### src/wlm_pkg.sv
// Functional notes
// - mode set with leveling bit one enters leveling
// - mode set with leveling bit zero exits
// - termination pin switches only strobe termination
// - output disable bit: zero on, one off
// - nominal and parked settings work either buffer state
// - data pins undefined from entry onward
// - exit mode set may change other bits
// - termination pin honoured after mode update delay
// - strobe termination applied before strobe drive
// - rising strobe samples clock, level drives data
// - data bit feedback skew within window
// - no read strobes driven with feedback
// - feedback one means clock was high
// - data pins undefined until delay after exit
// - commands after update delay, mode sets after gap
// - each byte lane leveled and reported separately
package wlm_pkg;

	// ----------------------------------------------------------------
	// register map
	// ----------------------------------------------------------------
	localparam logic [7:0]  WLM_CTRL_OFS    = 8'h00;
	localparam logic [7:0]  WLM_STATUS_OFS  = 8'h04;
	localparam logic [7:0]  WLM_ERR_OFS     = 8'h08;
	localparam logic [7:0]  WLM_MODCYC_OFS  = 8'h0C;
	localparam logic [7:0]  WLM_GAPCYC_OFS  = 8'h10;

	// ctrl fields
	localparam int          WLM_CTRL_WIDE   = 0;
	localparam int          WLM_CTRL_NOM    = 1;
	localparam int          WLM_CTRL_PARK   = 2;
	localparam logic [2:0]  WLM_CTRL_RST    = 3'h7;

	// status fields
	localparam int          WLM_ST_ACTIVE   = 0;
	localparam int          WLM_ST_TERMOK   = 1;
	localparam int          WLM_ST_UNDEF    = 2;
	localparam int          WLM_ST_QOFF     = 3;
	localparam int          WLM_ST_FB       = 4;
	localparam int          WLM_ST_STATE    = 8;

	// error fields, write one to clear
	localparam int          WLM_ERR_ILLEGAL = 0;
	localparam int          WLM_ERR_GAP     = 1;

	// ----------------------------------------------------------------
	// command pin vector layout and mode register bits
	// ----------------------------------------------------------------
	localparam int          WLM_PIN_W       = 9;
	localparam int          WLM_PIN_CK      = 8;
	localparam int          WLM_PIN_TERM    = 7;
	localparam int          WLM_PIN_CS_N    = 6;
	localparam int          WLM_PIN_MS_N    = 5;
	localparam int          WLM_PIN_SEL     = 2;
	localparam int          WLM_PIN_QOFF    = 1;
	localparam int          WLM_PIN_LVL     = 0;
	localparam logic [8:0]  WLM_PIN_RST     = 9'h060;
	localparam logic [2:0]  WLM_MR_LEVEL    = 3'h1;

	// ----------------------------------------------------------------
	// timing
	// ----------------------------------------------------------------
	localparam int          WLM_CLK_NS      = 40;
	localparam int          WLM_MOD_NS      = 120;
	localparam int          WLM_MRD_NS      = 80;
	localparam logic [7:0]  WLM_MOD_CYC     = 8'((WLM_MOD_NS + WLM_CLK_NS - 1) / WLM_CLK_NS);
	localparam logic [7:0]  WLM_MRD_CYC     = 8'((WLM_MRD_NS + WLM_CLK_NS - 1) / WLM_CLK_NS);

	typedef enum logic [1:0] {
		WLM_NORMAL,
		WLM_ENTRY,
		WLM_ACTIVE,
		WLM_EXIT
	} wlm_state_t;

endpackage

### src/wlm_lane_if.sv
`timescale 1ns/100ps
// carries one byte lane between the mode logic and its feedback unit
interface wlm_lane_if;
	logic        dqs_pin;
	logic        ck_lvl;
	logic        active;
	logic [7:0]  fb;

	modport lane (input dqs_pin, input ck_lvl, input active, output fb);
	modport ctrl (output dqs_pin, output ck_lvl, output active, input fb);
endinterface

### src/wlm_write_leveling.sv
`timescale 1ns/100ps
// write leveling mode of the memory device, with an apb register view
module wlm_write_leveling #(
	parameter int LANES = 2
) (
	// clock and reset
	input  wire logic               core_clk,
	input  wire logic               arst_n,
	// apb slave
	input  wire logic [7:0]         paddr,
	input  wire logic               psel,
	input  wire logic               penable,
	input  wire logic               pwrite,
	input  wire logic [31:0]        pwdata,
	output logic [31:0]             prdata,
	output logic                    pready,
	output logic                    pslverr,
	// command and clock pins
	input  wire logic               ck_pin,
	input  wire logic               termination_control_pin,
	input  wire logic               cs_n_pin,
	input  wire logic               ms_n_pin,
	input  wire logic [2:0]         mr_sel_pin,
	input  wire logic               output_disable_bit,
	input  wire logic               leveling_enable_bit,
	// strobe pins, one per byte lane
	input  wire logic [LANES-1:0]   dqs_pin,
	// data pins
	output logic [LANES*8-1:0]      dq_o,
	output logic [LANES*8-1:0]      dq_oe,
	output logic [LANES-1:0]        dqs_oe,
	// termination controls
	output logic                    dqs_term_en,
	output logic                    dqs_term_nom,
	output logic                    dq_term_en,
	output logic                    wl_active
);

	logic [wlm_pkg::WLM_PIN_W-1:0]  pin_raw;
	logic [wlm_pkg::WLM_PIN_W-1:0]  pin_s1_r;
	logic [wlm_pkg::WLM_PIN_W-1:0]  pin_s2_r;
	logic [wlm_pkg::WLM_PIN_W-1:0]  pin_s3_r;
	logic [wlm_pkg::WLM_PIN_W-1:0]  pin_r;
	logic                           cs_prev_r;
	logic                           cmd_take;
	logic                           cmd_ms;
	logic                           cmd_lvl_reg;
	logic                           term_ok;
	logic                           term_eff;
	wlm_pkg::wlm_state_t            state_r;
	logic [7:0]                     cnt_r;
	logic [7:0]                     gap_r;
	logic                           qoff_r;
	logic [2:0]                     ctrl_r;
	logic [1:0]                     err_r;
	logic [1:0]                     err_set;
	logic [7:0]                     mod_cyc_r;
	logic [7:0]                     gap_cyc_r;
	logic                           wr_en;
	logic [LANES-1:0]               lane_fb;
	logic [LANES-1:0]               lane_on;

	// ----------------------------------------------------------------
	// pin synchronisers
	// ----------------------------------------------------------------
	// pack the pins so one three-stage filter serves all of them
	assign pin_raw = {ck_pin, termination_control_pin, cs_n_pin, ms_n_pin,
	                  mr_sel_pin, output_disable_bit, leveling_enable_bit};

	// a bit moves only when stages two and three agree
	always_ff @(posedge core_clk or negedge arst_n)
	begin
		if (!arst_n)
		begin
			pin_s1_r <= wlm_pkg::WLM_PIN_RST;
			pin_s2_r <= wlm_pkg::WLM_PIN_RST;
			pin_s3_r <= wlm_pkg::WLM_PIN_RST;
			pin_r    <= wlm_pkg::WLM_PIN_RST;
		end
		else
		begin
			pin_s1_r <= pin_raw;
			pin_s2_r <= pin_s1_r;
			pin_s3_r <= pin_s2_r;
			pin_r    <= (pin_s2_r & pin_s3_r) | (pin_r & (pin_s2_r | pin_s3_r));
		end
	end

	// previous select level for command edge detection
	always_ff @(posedge core_clk or negedge arst_n)
	begin
		if (!arst_n)
			cs_prev_r <= 1'b1;
		else
			cs_prev_r <= pin_r[wlm_pkg::WLM_PIN_CS_N];
	end

	// a command is taken on the falling edge of the filtered select
	assign cmd_take = cs_prev_r && !pin_r[wlm_pkg::WLM_PIN_CS_N];
	assign cmd_ms      = cmd_take && !pin_r[wlm_pkg::WLM_PIN_MS_N];
	assign cmd_lvl_reg = cmd_ms &&
	                     (pin_r[wlm_pkg::WLM_PIN_SEL +: 3] == wlm_pkg::WLM_MR_LEVEL);

	// ----------------------------------------------------------------
	// mode state machine
	// ----------------------------------------------------------------
	// entry, leveling, exit; the timer measures the mode update delay
	always_ff @(posedge core_clk or negedge arst_n)
	begin
		if (!arst_n)
		begin
			state_r <= wlm_pkg::WLM_NORMAL;
			cnt_r   <= 8'h00;
		end
		else
		begin
			case (state_r)
				wlm_pkg::WLM_NORMAL:
				begin
					if (cmd_lvl_reg && pin_r[wlm_pkg::WLM_PIN_LVL])
					begin
						state_r <= wlm_pkg::WLM_ENTRY;
						cnt_r   <= mod_cyc_r;
					end
				end
				wlm_pkg::WLM_ENTRY:
				begin
					if (cmd_lvl_reg && !pin_r[wlm_pkg::WLM_PIN_LVL])
					begin
						state_r <= wlm_pkg::WLM_EXIT;
						cnt_r   <= mod_cyc_r;
					end
					else if (cnt_r == 8'h00)
						state_r <= wlm_pkg::WLM_ACTIVE;
					else
						cnt_r <= cnt_r - 8'h01;
				end
				wlm_pkg::WLM_ACTIVE:
				begin
					if (cmd_lvl_reg && !pin_r[wlm_pkg::WLM_PIN_LVL])
					begin
						state_r <= wlm_pkg::WLM_EXIT;
						cnt_r   <= mod_cyc_r;
					end
				end
				wlm_pkg::WLM_EXIT:
				begin
					if (cnt_r == 8'h00)
						state_r <= wlm_pkg::WLM_NORMAL;
					else
						cnt_r <= cnt_r - 8'h01;
				end
				default:
					state_r <= wlm_pkg::WLM_NORMAL;
			endcase
		end
	end

	// output disable bit follows every mode set to the leveling register
	always_ff @(posedge core_clk or negedge arst_n)
	begin
		if (!arst_n)
			qoff_r <= 1'b0;
		else if (cmd_lvl_reg)
			qoff_r <= pin_r[wlm_pkg::WLM_PIN_QOFF];
	end

	// ----------------------------------------------------------------
	// command checking
	// ----------------------------------------------------------------
	// gap timer restarts on each mode set
	always_ff @(posedge core_clk or negedge arst_n)
	begin
		if (!arst_n)
			gap_r <= 8'h00;
		else if (cmd_ms)
			gap_r <= gap_cyc_r;
		else if (gap_r != 8'h00)
			gap_r <= gap_r - 8'h01;
	end

	// flag commands that leveling or its exit timing forbids
	always_comb
	begin
		err_set = 2'h0;
		if (cmd_take)
		begin
			if ((state_r == wlm_pkg::WLM_ENTRY || state_r == wlm_pkg::WLM_ACTIVE) && !cmd_lvl_reg)
				err_set[wlm_pkg::WLM_ERR_ILLEGAL] = 1'b1;
			if (state_r == wlm_pkg::WLM_EXIT && !cmd_ms)
				err_set[wlm_pkg::WLM_ERR_ILLEGAL] = 1'b1;
		end
		if (cmd_ms && gap_r != 8'h00)
			err_set[wlm_pkg::WLM_ERR_GAP] = 1'b1;
	end

	// ----------------------------------------------------------------
	// termination
	// ----------------------------------------------------------------
	// the termination pin is ignored until the entry delay has run out
	assign term_ok  = state_r != wlm_pkg::WLM_ENTRY;
	assign term_eff = term_ok && pin_r[wlm_pkg::WLM_PIN_TERM];

	// in leveling only the strobe is terminated, data lines stay open
	always_ff @(posedge core_clk or negedge arst_n)
	begin
		if (!arst_n)
		begin
			dqs_term_en  <= 1'b0;
			dqs_term_nom <= 1'b0;
			dq_term_en   <= 1'b0;
		end
		else if (state_r == wlm_pkg::WLM_ENTRY || state_r == wlm_pkg::WLM_ACTIVE)
		begin
			dqs_term_nom <= term_eff;
			dqs_term_en  <= term_eff ? ctrl_r[wlm_pkg::WLM_CTRL_NOM]
			                         : ctrl_r[wlm_pkg::WLM_CTRL_PARK];
			dq_term_en   <= 1'b0;
		end
		else
		begin
			dqs_term_nom <= pin_r[wlm_pkg::WLM_PIN_TERM];
			dqs_term_en  <= pin_r[wlm_pkg::WLM_PIN_TERM] ? ctrl_r[wlm_pkg::WLM_CTRL_NOM]
			                                             : ctrl_r[wlm_pkg::WLM_CTRL_PARK];
			dq_term_en   <= pin_r[wlm_pkg::WLM_PIN_TERM] ? ctrl_r[wlm_pkg::WLM_CTRL_NOM]
			                                             : ctrl_r[wlm_pkg::WLM_CTRL_PARK];
		end
	end

	// ----------------------------------------------------------------
	// byte lanes
	// ----------------------------------------------------------------
	genvar g;
	generate
		for (g = 0; g < LANES; g++)
		begin : g_lane
			wlm_lane_if lif ();

			assign lif.dqs_pin = dqs_pin[g];
			assign lif.ck_lvl  = pin_r[wlm_pkg::WLM_PIN_CK];
			assign lif.active  = (state_r == wlm_pkg::WLM_ACTIVE) && lane_on[g];
			assign lane_fb[g]  = lif.fb[0];

			wlm_lane_fb u_fb (
				.core_clk (core_clk),
				.arst_n   (arst_n),
				.ln       (lif.lane)
			);

			// feedback byte of this lane only, off while undefined
			always_ff @(posedge core_clk or negedge arst_n)
			begin
				if (!arst_n)
				begin
					dq_o[g*8 +: 8]  <= 8'h00;
					dq_oe[g*8 +: 8] <= 8'h00;
				end
				else
				begin
					dq_o[g*8 +: 8]  <= lif.fb;
					dq_oe[g*8 +: 8] <= {8{lif.active && !qoff_r}};
				end
			end
		end
	endgenerate

	// lane zero always levels, upper lanes only in wide mode
	assign lane_on = {{(LANES-1){ctrl_r[wlm_pkg::WLM_CTRL_WIDE]}}, 1'b1};

	// read strobes stay off for the whole leveling sequence
	assign dqs_oe    = '0;
	assign wl_active = state_r != wlm_pkg::WLM_NORMAL;

	// ----------------------------------------------------------------
	// apb registers
	// ----------------------------------------------------------------
	assign pready = 1'b1;
	assign wr_en  = psel && penable && pwrite;

	// software settings and mode update timing
	always_ff @(posedge core_clk or negedge arst_n)
	begin
		if (!arst_n)
		begin
			ctrl_r    <= wlm_pkg::WLM_CTRL_RST;
			mod_cyc_r <= wlm_pkg::WLM_MOD_CYC;
			gap_cyc_r <= wlm_pkg::WLM_MRD_CYC;
		end
		else if (wr_en)
		begin
			if (paddr == wlm_pkg::WLM_CTRL_OFS)
				ctrl_r <= pwdata[2:0];
			else if (paddr == wlm_pkg::WLM_MODCYC_OFS)
				mod_cyc_r <= pwdata[7:0];
			else if (paddr == wlm_pkg::WLM_GAPCYC_OFS)
				gap_cyc_r <= pwdata[7:0];
		end
	end

	// sticky error flags, a new event beats a clear
	always_ff @(posedge core_clk or negedge arst_n)
	begin
		if (!arst_n)
			err_r <= 2'h0;
		else if (wr_en && paddr == wlm_pkg::WLM_ERR_OFS)
			err_r <= (err_r & ~pwdata[1:0]) | err_set;
		else
			err_r <= err_r | err_set;
	end

	// read decode, unmapped addresses answer with an error
	always_comb
	begin
		prdata  = 32'h0000_0000;
		pslverr = 1'b0;
		if (paddr == wlm_pkg::WLM_CTRL_OFS)
			prdata[2:0] = ctrl_r;
		else if (paddr == wlm_pkg::WLM_STATUS_OFS)
		begin
			prdata[wlm_pkg::WLM_ST_ACTIVE] = wl_active;
			prdata[wlm_pkg::WLM_ST_TERMOK] = term_ok && wl_active;
			prdata[wlm_pkg::WLM_ST_UNDEF]  = state_r == wlm_pkg::WLM_ENTRY ||
			                                 state_r == wlm_pkg::WLM_EXIT;
			prdata[wlm_pkg::WLM_ST_QOFF]   = qoff_r;
			prdata[wlm_pkg::WLM_ST_FB +: LANES] = lane_fb;
			prdata[wlm_pkg::WLM_ST_STATE +: 2]  = state_r;
		end
		else if (paddr == wlm_pkg::WLM_ERR_OFS)
			prdata[1:0] = err_r;
		else if (paddr == wlm_pkg::WLM_MODCYC_OFS)
			prdata[7:0] = mod_cyc_r;
		else if (paddr == wlm_pkg::WLM_GAPCYC_OFS)
			prdata[7:0] = gap_cyc_r;
		else
			pslverr = psel && penable;
	end

endmodule

### src/wlm_lane_fb.sv
`timescale 1ns/100ps
// per lane strobe capture of the clock level
module wlm_lane_fb (
	// clock and reset
	input  wire logic   core_clk,
	input  wire logic   arst_n,
	// lane link
	wlm_lane_if.lane    ln
);

	logic [2:0]  dqs_sync_r;
	logic        dqs_flt_r;
	logic        dqs_rise;

	// ----------------------------------------------------------------
	// strobe synchroniser and edge
	// ----------------------------------------------------------------
	// three stages, change accepted once stage two and three agree
	always_ff @(posedge core_clk or negedge arst_n)
	begin
		if (!arst_n)
		begin
			dqs_sync_r <= 3'h0;
			dqs_flt_r  <= 1'b0;
		end
		else
		begin
			dqs_sync_r <= {dqs_sync_r[1:0], ln.dqs_pin};
			if (dqs_sync_r[1] == dqs_sync_r[2])
				dqs_flt_r <= dqs_sync_r[2];
		end
	end

	assign dqs_rise = !dqs_flt_r && (dqs_sync_r[1] == dqs_sync_r[2]) && dqs_sync_r[2];

	// ----------------------------------------------------------------
	// feedback byte
	// ----------------------------------------------------------------
	// every bit of the lane changes on the same edge, so skew is nil
	always_ff @(posedge core_clk or negedge arst_n)
	begin
		if (!arst_n)
			ln.fb <= 8'h00;
		else if (!ln.active)
			ln.fb <= 8'h00;
		else if (dqs_rise)
			ln.fb <= {8{ln.ck_lvl}};
	end

endmodule

### config.mk
export PLATFORM = sky130hd
export DESIGN_NAME = wlm_write_leveling
export DESIGN_NICKNAME = d
export VERILOG_FILES = /design/src/wlm_pkg.sv /design/src/wlm_lane_if.sv /design/src/wlm_write_leveling.sv /design/src/wlm_lane_fb.sv
export SDC_FILE = /design/constraint.sdc
export NUM_CORES = 1
export LEC_CHECK = 0
export ABC_CLOCK_PERIOD_IN_PS = 2290
export BUFFER_PORTS_ARGS = -buffer_cell sky130_fd_sc_hd__buf_4
export CORE_ASPECT_RATIO = 1.4
export CORE_MARGIN = 4
export CORE_UTILIZATION = 45
export DETAILED_ROUTE_END_ITERATION = 8
export PLACE_DENSITY = 0.75
export SKIP_CTS_REPAIR_TIMING = 1
export SYNTH_ARGS = -nofsm -noshare
export SYNTH_HDL_FRONTEND = slang
export SYNTH_SLANG_ARGS = --single-unit
### constraint.sdc
create_clock -name core_clk -period 2.29 [get_ports core_clk]
set_input_delay 0.229 -clock core_clk [delete_from_list [all_inputs] [get_ports core_clk]]
set_output_delay 0.229 -clock core_clk [all_outputs]
set_load 0.1 [all_outputs]
==> After elaboration in Yosys (flattened, before gate mapping) <==
Cells that the tools add are included.
{ "word_totals": {"inputBits": 56, "elab_cells": 137, "regBits": 122, "out_inout_bits": 72} }
{ "classes": {"n_reduce_logical": 41, "bitwise": 10, "n_eq_ne": 17, "n_addsub": 2, "muxes": 41} }
{ "op_table": {"columns": ["operator", "count"], "rows": [
  ["8-bit two-way mux", 12],
  ["8-bit one-hot mux with 4 select lines", 1],
  ["1-bit logical AND", 20],
  ["9-bit AND", 2],
  ["2-bit two-way mux", 9],
  ["9-bit OR", 2],
  ["8-bit by 4-bit equality test with 1-bit output, second input constant", 2],
  ["8-bit zero test", 2],
  ["8-bit by 1-bit subtractor with 8-bit output, second input constant", 2],
  ["1-bit two-way mux", 14],
  ["6-bit two-way mux", 2],
  ["8-bit by 3-bit equality test with 1-bit output, second input constant", 1],
  ["8-bit by 5-bit equality test with 1-bit output, second input constant", 1],
  ["1-bit zero test", 8],
  ["2-bit by 1-bit != test with 1-bit output, second input constant", 4],
  ["2-bit one-hot mux with 4 select lines", 1],
  ["4-bit AND reduction", 2],
  ["8-bit nonzero test", 1],
  ["7-bit two-way mux", 1],
  ["2-bit equality test, second input constant", 2],
  ["2-bit != test, second input constant", 2],
  ["2-bit OR", 2],
  ["2-bit AND reduction", 2],
  ["2-bit nonzero test", 2],
  ["11 further kinds", 14]
]} }

==> Depth between registers and ports, before layout <==
{ "depth": {"ltp_word": 11, "ltp_mapped": 8, "depth_no_buf": 6} }

==> Cells and area by module <==
A second synthesis with hierarchy kept.
{ "hier_totals": {"hier_cells": 397, "hier_area_um2": 4729.5} }
{ "modules_own_cells": {"columns": ["mod", "n_inst", "seq_area_each_um2", "cells_per_inst", "area_per_inst_um2"], "rows": [
  ["wlm_write_leveling", 1, 2471.1, 363, 4304.1],
  ["wlm_lane_fb", 2, 125.1, 17, 212.7]
]} }

==> Least setup slack after synthesis <==
Ideal clock, no wire load.
{ "synth_timing": {"path_type": "input-to-output", "start": "in paddr[0]", "end": "out prdata[8]", "path_buffers": 1, "slack_ns": -2.311, "cell_stages": 4, "t_required_ns": 2.061, "t_arrival_ns": 4.372, "cell_sequence": "or4_4 > or2_2 > clkbuf_1 > nor4b_1"} }
{ "synth_via": {"elab_chain_cells": 3, "elab_cells_between_ends": 4, "cone_classes": "eq/ne (1); mux (2); reduce/logical (1)"} }
{ "synth_lines": {"columns": ["item", "line", "text"], "rows": [
  ["from (decl)", "wlm_write_leveling.sv:10", "input wire logic [7:0] paddr,"],
  ["8-bit by 3-bit equality test with 1-bit output", "wlm_write_leveling.sv:318", "else if (paddr == wlm_pkg::WLM_STATUS_OFS)"],
  ["2-bit two-way mux", "wlm_write_leveling.sv:318", null],
  ["7-bit two-way mux (*)", "wlm_write_leveling.sv:316", "if (paddr == wlm_pkg::WLM_CTRL_OFS)"],
  ["to (decl)", "wlm_write_leveling.sv:15", "output logic [31:0] prdata,"]
]} }
Mark *: on every way between the ends. The rest lies on a longest branch, timed or not.

==> Final worst setup path <==
{ "layout_timing": {"start": "reg state_r[1]", "end": "out prdata[2]"} }
{ "layout_via": {"elab_chain_cells": 4, "elab_cells_between_ends": 5, "cone_classes": "eq/ne (2); mux (2); reduce/logical (1)"} }
{ "layout_lines": {"columns": ["item", "line", "text"], "rows": [
  ["from (decl)", "wlm_write_leveling.sv:50", "wlm_pkg::wlm_state_t state_r;"],
  ["from (signal assigned)", "wlm_write_leveling.sv:112", "state_r <= wlm_pkg::WLM_NORMAL;"],
  ["from (signal assigned)", "wlm_write_leveling.sv:122", "state_r <= wlm_pkg::WLM_ENTRY;"],
  ["from (signal assigned)", "wlm_write_leveling.sv:130", "state_r <= wlm_pkg::WLM_EXIT;"],
  ["2-bit by 1-bit equality test with 1-bit output or 2-bit equality test (tied branches)", "wlm_write_leveling.sv:322, wlm_write_leveling.sv:323", null],
  ["1-bit logical OR (*)", "wlm_write_leveling.sv:322", "prdata[wlm_pkg::WLM_ST_UNDEF] = state_r == wlm_pkg::WLM_ENTRY ||"],
  ["6-bit two-way mux (*)", "wlm_write_leveling.sv:318", null],
  ["3-bit two-way mux (*)", "wlm_write_leveling.sv:316", null]
]} }
Marks and branches as above.

==> results.sh <==
export IMPL_distinct_cell_type_count_after_synthesis=60
export IMPL_preCtsSetupSlack_ns=0.165
export IMPL_htree_num_levels=3
export IMPL_crit_required_ns=2.06
export IMPL_wire_length_reported_by_the_detailed_router_um=9660
export IMPL_power_leakage_nw=2.52
export IMPL_worstPathArrival_ns=2.05
export IMPL_worst_setup_path_end_kind="output pin"
export IMPL_yosys_area_top_type_share_pct=44.2
export IMPL_fp_dieW_um=92.3
export IMPL_floorplan_io_pins=128
export IMPL_fillCellCount=792
export IMPL_yosys_most_used_dff="dfrtp_1"
export IMPL_clock_net_sink_count=94
export IMPL_max_slew_margin_rel_pct=56.7
export IMPL_clock_latency_ns=0.34
export IMPL_setup_worst_path_start_class="flip-flop"
export IMPL_dr_total_vias=3131
export IMPL_grt_antenna_before_repair=0
export IMPL_iteration_0_drc_markers=181
export IMPL_post_placement_cell_area_sq_um=5060
export IMPL_globalRoute_totalOverflow=0
export IMPL_grt_first_pass_wirelength_um=15600
export IMPL_cts_tree="built"
export IMPL_cellPowerDensity_nw_per_um2=1130
export IMPL_synth_most_common_cell="dfrtp_1"
export IMPL_worstMarginPinSlew_ns=0.650
export IMPL_stdcell_area_sq_um=5570
export IMPL_clk_pin_slew_worst_paths_ns=0.07
export IMPL_crit_type="flip-flop to output pin"
export IMPL_route_antenna_remaining_nets=0
export IMPL_final_net_count=529
export IMPL_netlist_instances=386
export IMPL_syn_cell_area_sq_um=4480
export IMPL_rsz_0062_raised_after_global_routing="true"
export IMPL_final_hold_violation_count=0
export IMPL_buffer_ports_inserted=78
export IMPL_initial_core_util_pct=46.8
export IMPL_synthArstFlopShare_pct=100
export IMPL_hold_slack_ns=0.135
export IMPL_worstHoldPathType="input port to flip-flop"
export IMPL_antenna_cells_inserted=0
export IMPL_die_area_sq_um=11600
export IMPL_totalPowerFinal_mw=6.29
export IMPL_core_sq_um=9560
export IMPL_yosysWarnings=0
export IMPL_synth_top_cells_by_count="dfrtp_1 (79), buf_4 (53), mux2_2 (23), nand2_1 (23), nor2_1 (19)"
export IMPL_status="finished, final reports clean"
export IMPL_postSynthAreaPerCell_sq_um=11.6
export IMPL_grt_use_total_pct=17.2
export IMPL_final_max_slew_viol_count=0
export IMPL_detail_route_wl_per_cell_um=16.0
export IMPL_via_count_normalized_by_instance_count=5.19
export IMPL_crit_path_time_final_ns=2.28
export IMPL_drt_first_pass_iters=4
export IMPL_fp_dieH_um=126
export IMPL_drv_cap=0
export IMPL_setup_slack_ns=0.0143
export IMPL_ys_seq_elements=94
export IMPL_ctsRootBufferMaster="clkbuf_16"
export IMPL_setup_viol_count_final=0
export IMPL_synth_largest_area_cell="dfrtp_1"
export IMPL_timing_clock_skew_ns=0.00568
export IMPL_grt_max_degree=54
export IMPL_drcViolationCount=0
export IMPL_worst_vdd_ir_mv=0.633
export IMPL_grt_pass1_vias=3137
export IMPL_cts_inserted_buffers=9
export IMPL_rows=42
export IMPL_min_period_over_period_pct=99.4
export IMPL_hpwl_um=7140
export IMPL_flow_area_growth_from_synthesis_pct=24.5
export IMPL_synth_enable_flop_cells=0
export IMPL_worst_path_max_fanout=5
export IMPL_netlist_top_cells_area="dfrtp_1 (44%), buf_4 (8.9%), dfstp_2 (8.8%)"
export IMPL_finalWeightedCongestion=0.847
export IMPL_clockBufferDepth=2
export IMPL_fmaxAchievable_mhz=439
export IMPL_yosysSeqAreaShare_pct=53.0
export IMPL_drive_above_1_share_pct=37.8
cell usage in the layout (no fill, tap or decap), drive strengths merged, types with 5 or more instances in the layout:
master and n:
o22ai 5, clkbuf 11, nand2 23, a22oi 6, mux2 23, a211oi 6
dfstp 15, o21ai 8, nor4 5, maj3 11, nor4b 7, a21oi 12
inv 12, a32oi 5, dlygate4sd3 12, nor2b 12, nor2 19, mux2i 6
ha 7, conb 25, dfrtp 79, buf 98
power breakdown:
part | switching [mW] | internal, mW | leakage (nW)
registers | 0.208 | 1.88 | 1.14
logic | 1.74 | 0.860 | 1.22
clock network | 0.604 | 0.990 | 0.160
total | 2.55 | 3.73 | 2.52
state kept, by name, summed over array words and instances (netlist names), 2 cells and up:
| name | count |
|---|---|
| pin_s2_r | 9 |
| g_lane.u_fb.dqs_flt_r | 2 |
| err_r | 2 |
| pin_s1_r | 9 |
| gap_cyc_r | 8 |
| pin_r | 9 |
| pin_s3_r | 9 |
| gap_r | 8 |
| g_lane.u_fb.ln.fb | 2 |
| dq_oe | 2 |
| ctrl_r | 3 |
| dq_o | 2 |
| g_lane.u_fb.dqs_sync_r | 6 |
| state_r | 2 |
| cnt_r | 8 |
| mod_cyc_r | 8 |
kinds of logic (layout without fill, tap and decap cells):
family	Yosys count	in the layout	synth area share (%)
adder cells (fa/ha/maj)	18	18	4.42
buffers and inverters	76	138	11.2
AND/OR/NAND/NOR	97	97	12.5
AO/OA/AOI/OAI	66	66	10.5
multiplexers	30	30	7.63
flip-flops	94	94	53.0
XOR/XNOR	3	3	0.587
other	2	25	0.168
layout make-up:
type,count,area (sq um),area share (%)
flip-flops and latches,94,2370,42.6
multi-input cells,239,1790,32.1
repair buffers,110,872,15.7
clock buffers,11,243,4.36
well taps,132,165,2.96
clock inverters,5,82.6,1.48
inverters,12,48.8,0.876
through the flow:
stage	setup TNS (ns)	std cells	utilization (%)
after floorplan	-0.606	409	-
after global placement	0	572	52.9
after detailed placement	0	572	52.9
after CTS	-0.422	588	56.3
after global routing	-0.107	603	58.3
final	0	603	58.3
worst max-delay path: stages, from the launching register on:
cell and delay, ns:
dfrtp_1 0.44, inv_2 0.16, ha_4 0.17, nor2_1 0.06
a211o_1 0.29, a21o_1 0.17, a21oi_2 0.21, buf_12 0.20
routing by layer:
| layer | routed length (um) | track usage (%) |
|---|---|---|
| met1 | 3910 | 20.9 |
| met2 | 4990 | 28.6 |
| met3 | 372 | 2.74 |
| met4 | 378 | 10.1 |
| met5 | 0 | 0 |
final timing paths:
path                             start  slack, ns  cells after the start            to
min reg2reg                pin_s1_r[7]       0.35                      0   pin_s2_r[7]
max reg2reg                 state_r[0]       0.18                      6      cnt_r[1]
min                          pwdata[7]       0.14                      2  gap_cyc_r[7]
max                         state_r[1]       0.01                      7     prdata[2]
max in group asynchronous       arst_n       1.11                      3  mod_cyc_r[1]
min in group asynchronous       arst_n       0.45                      2   pin_s1_r[7]
No activity file was read; power rests on OpenSTA's default activity.
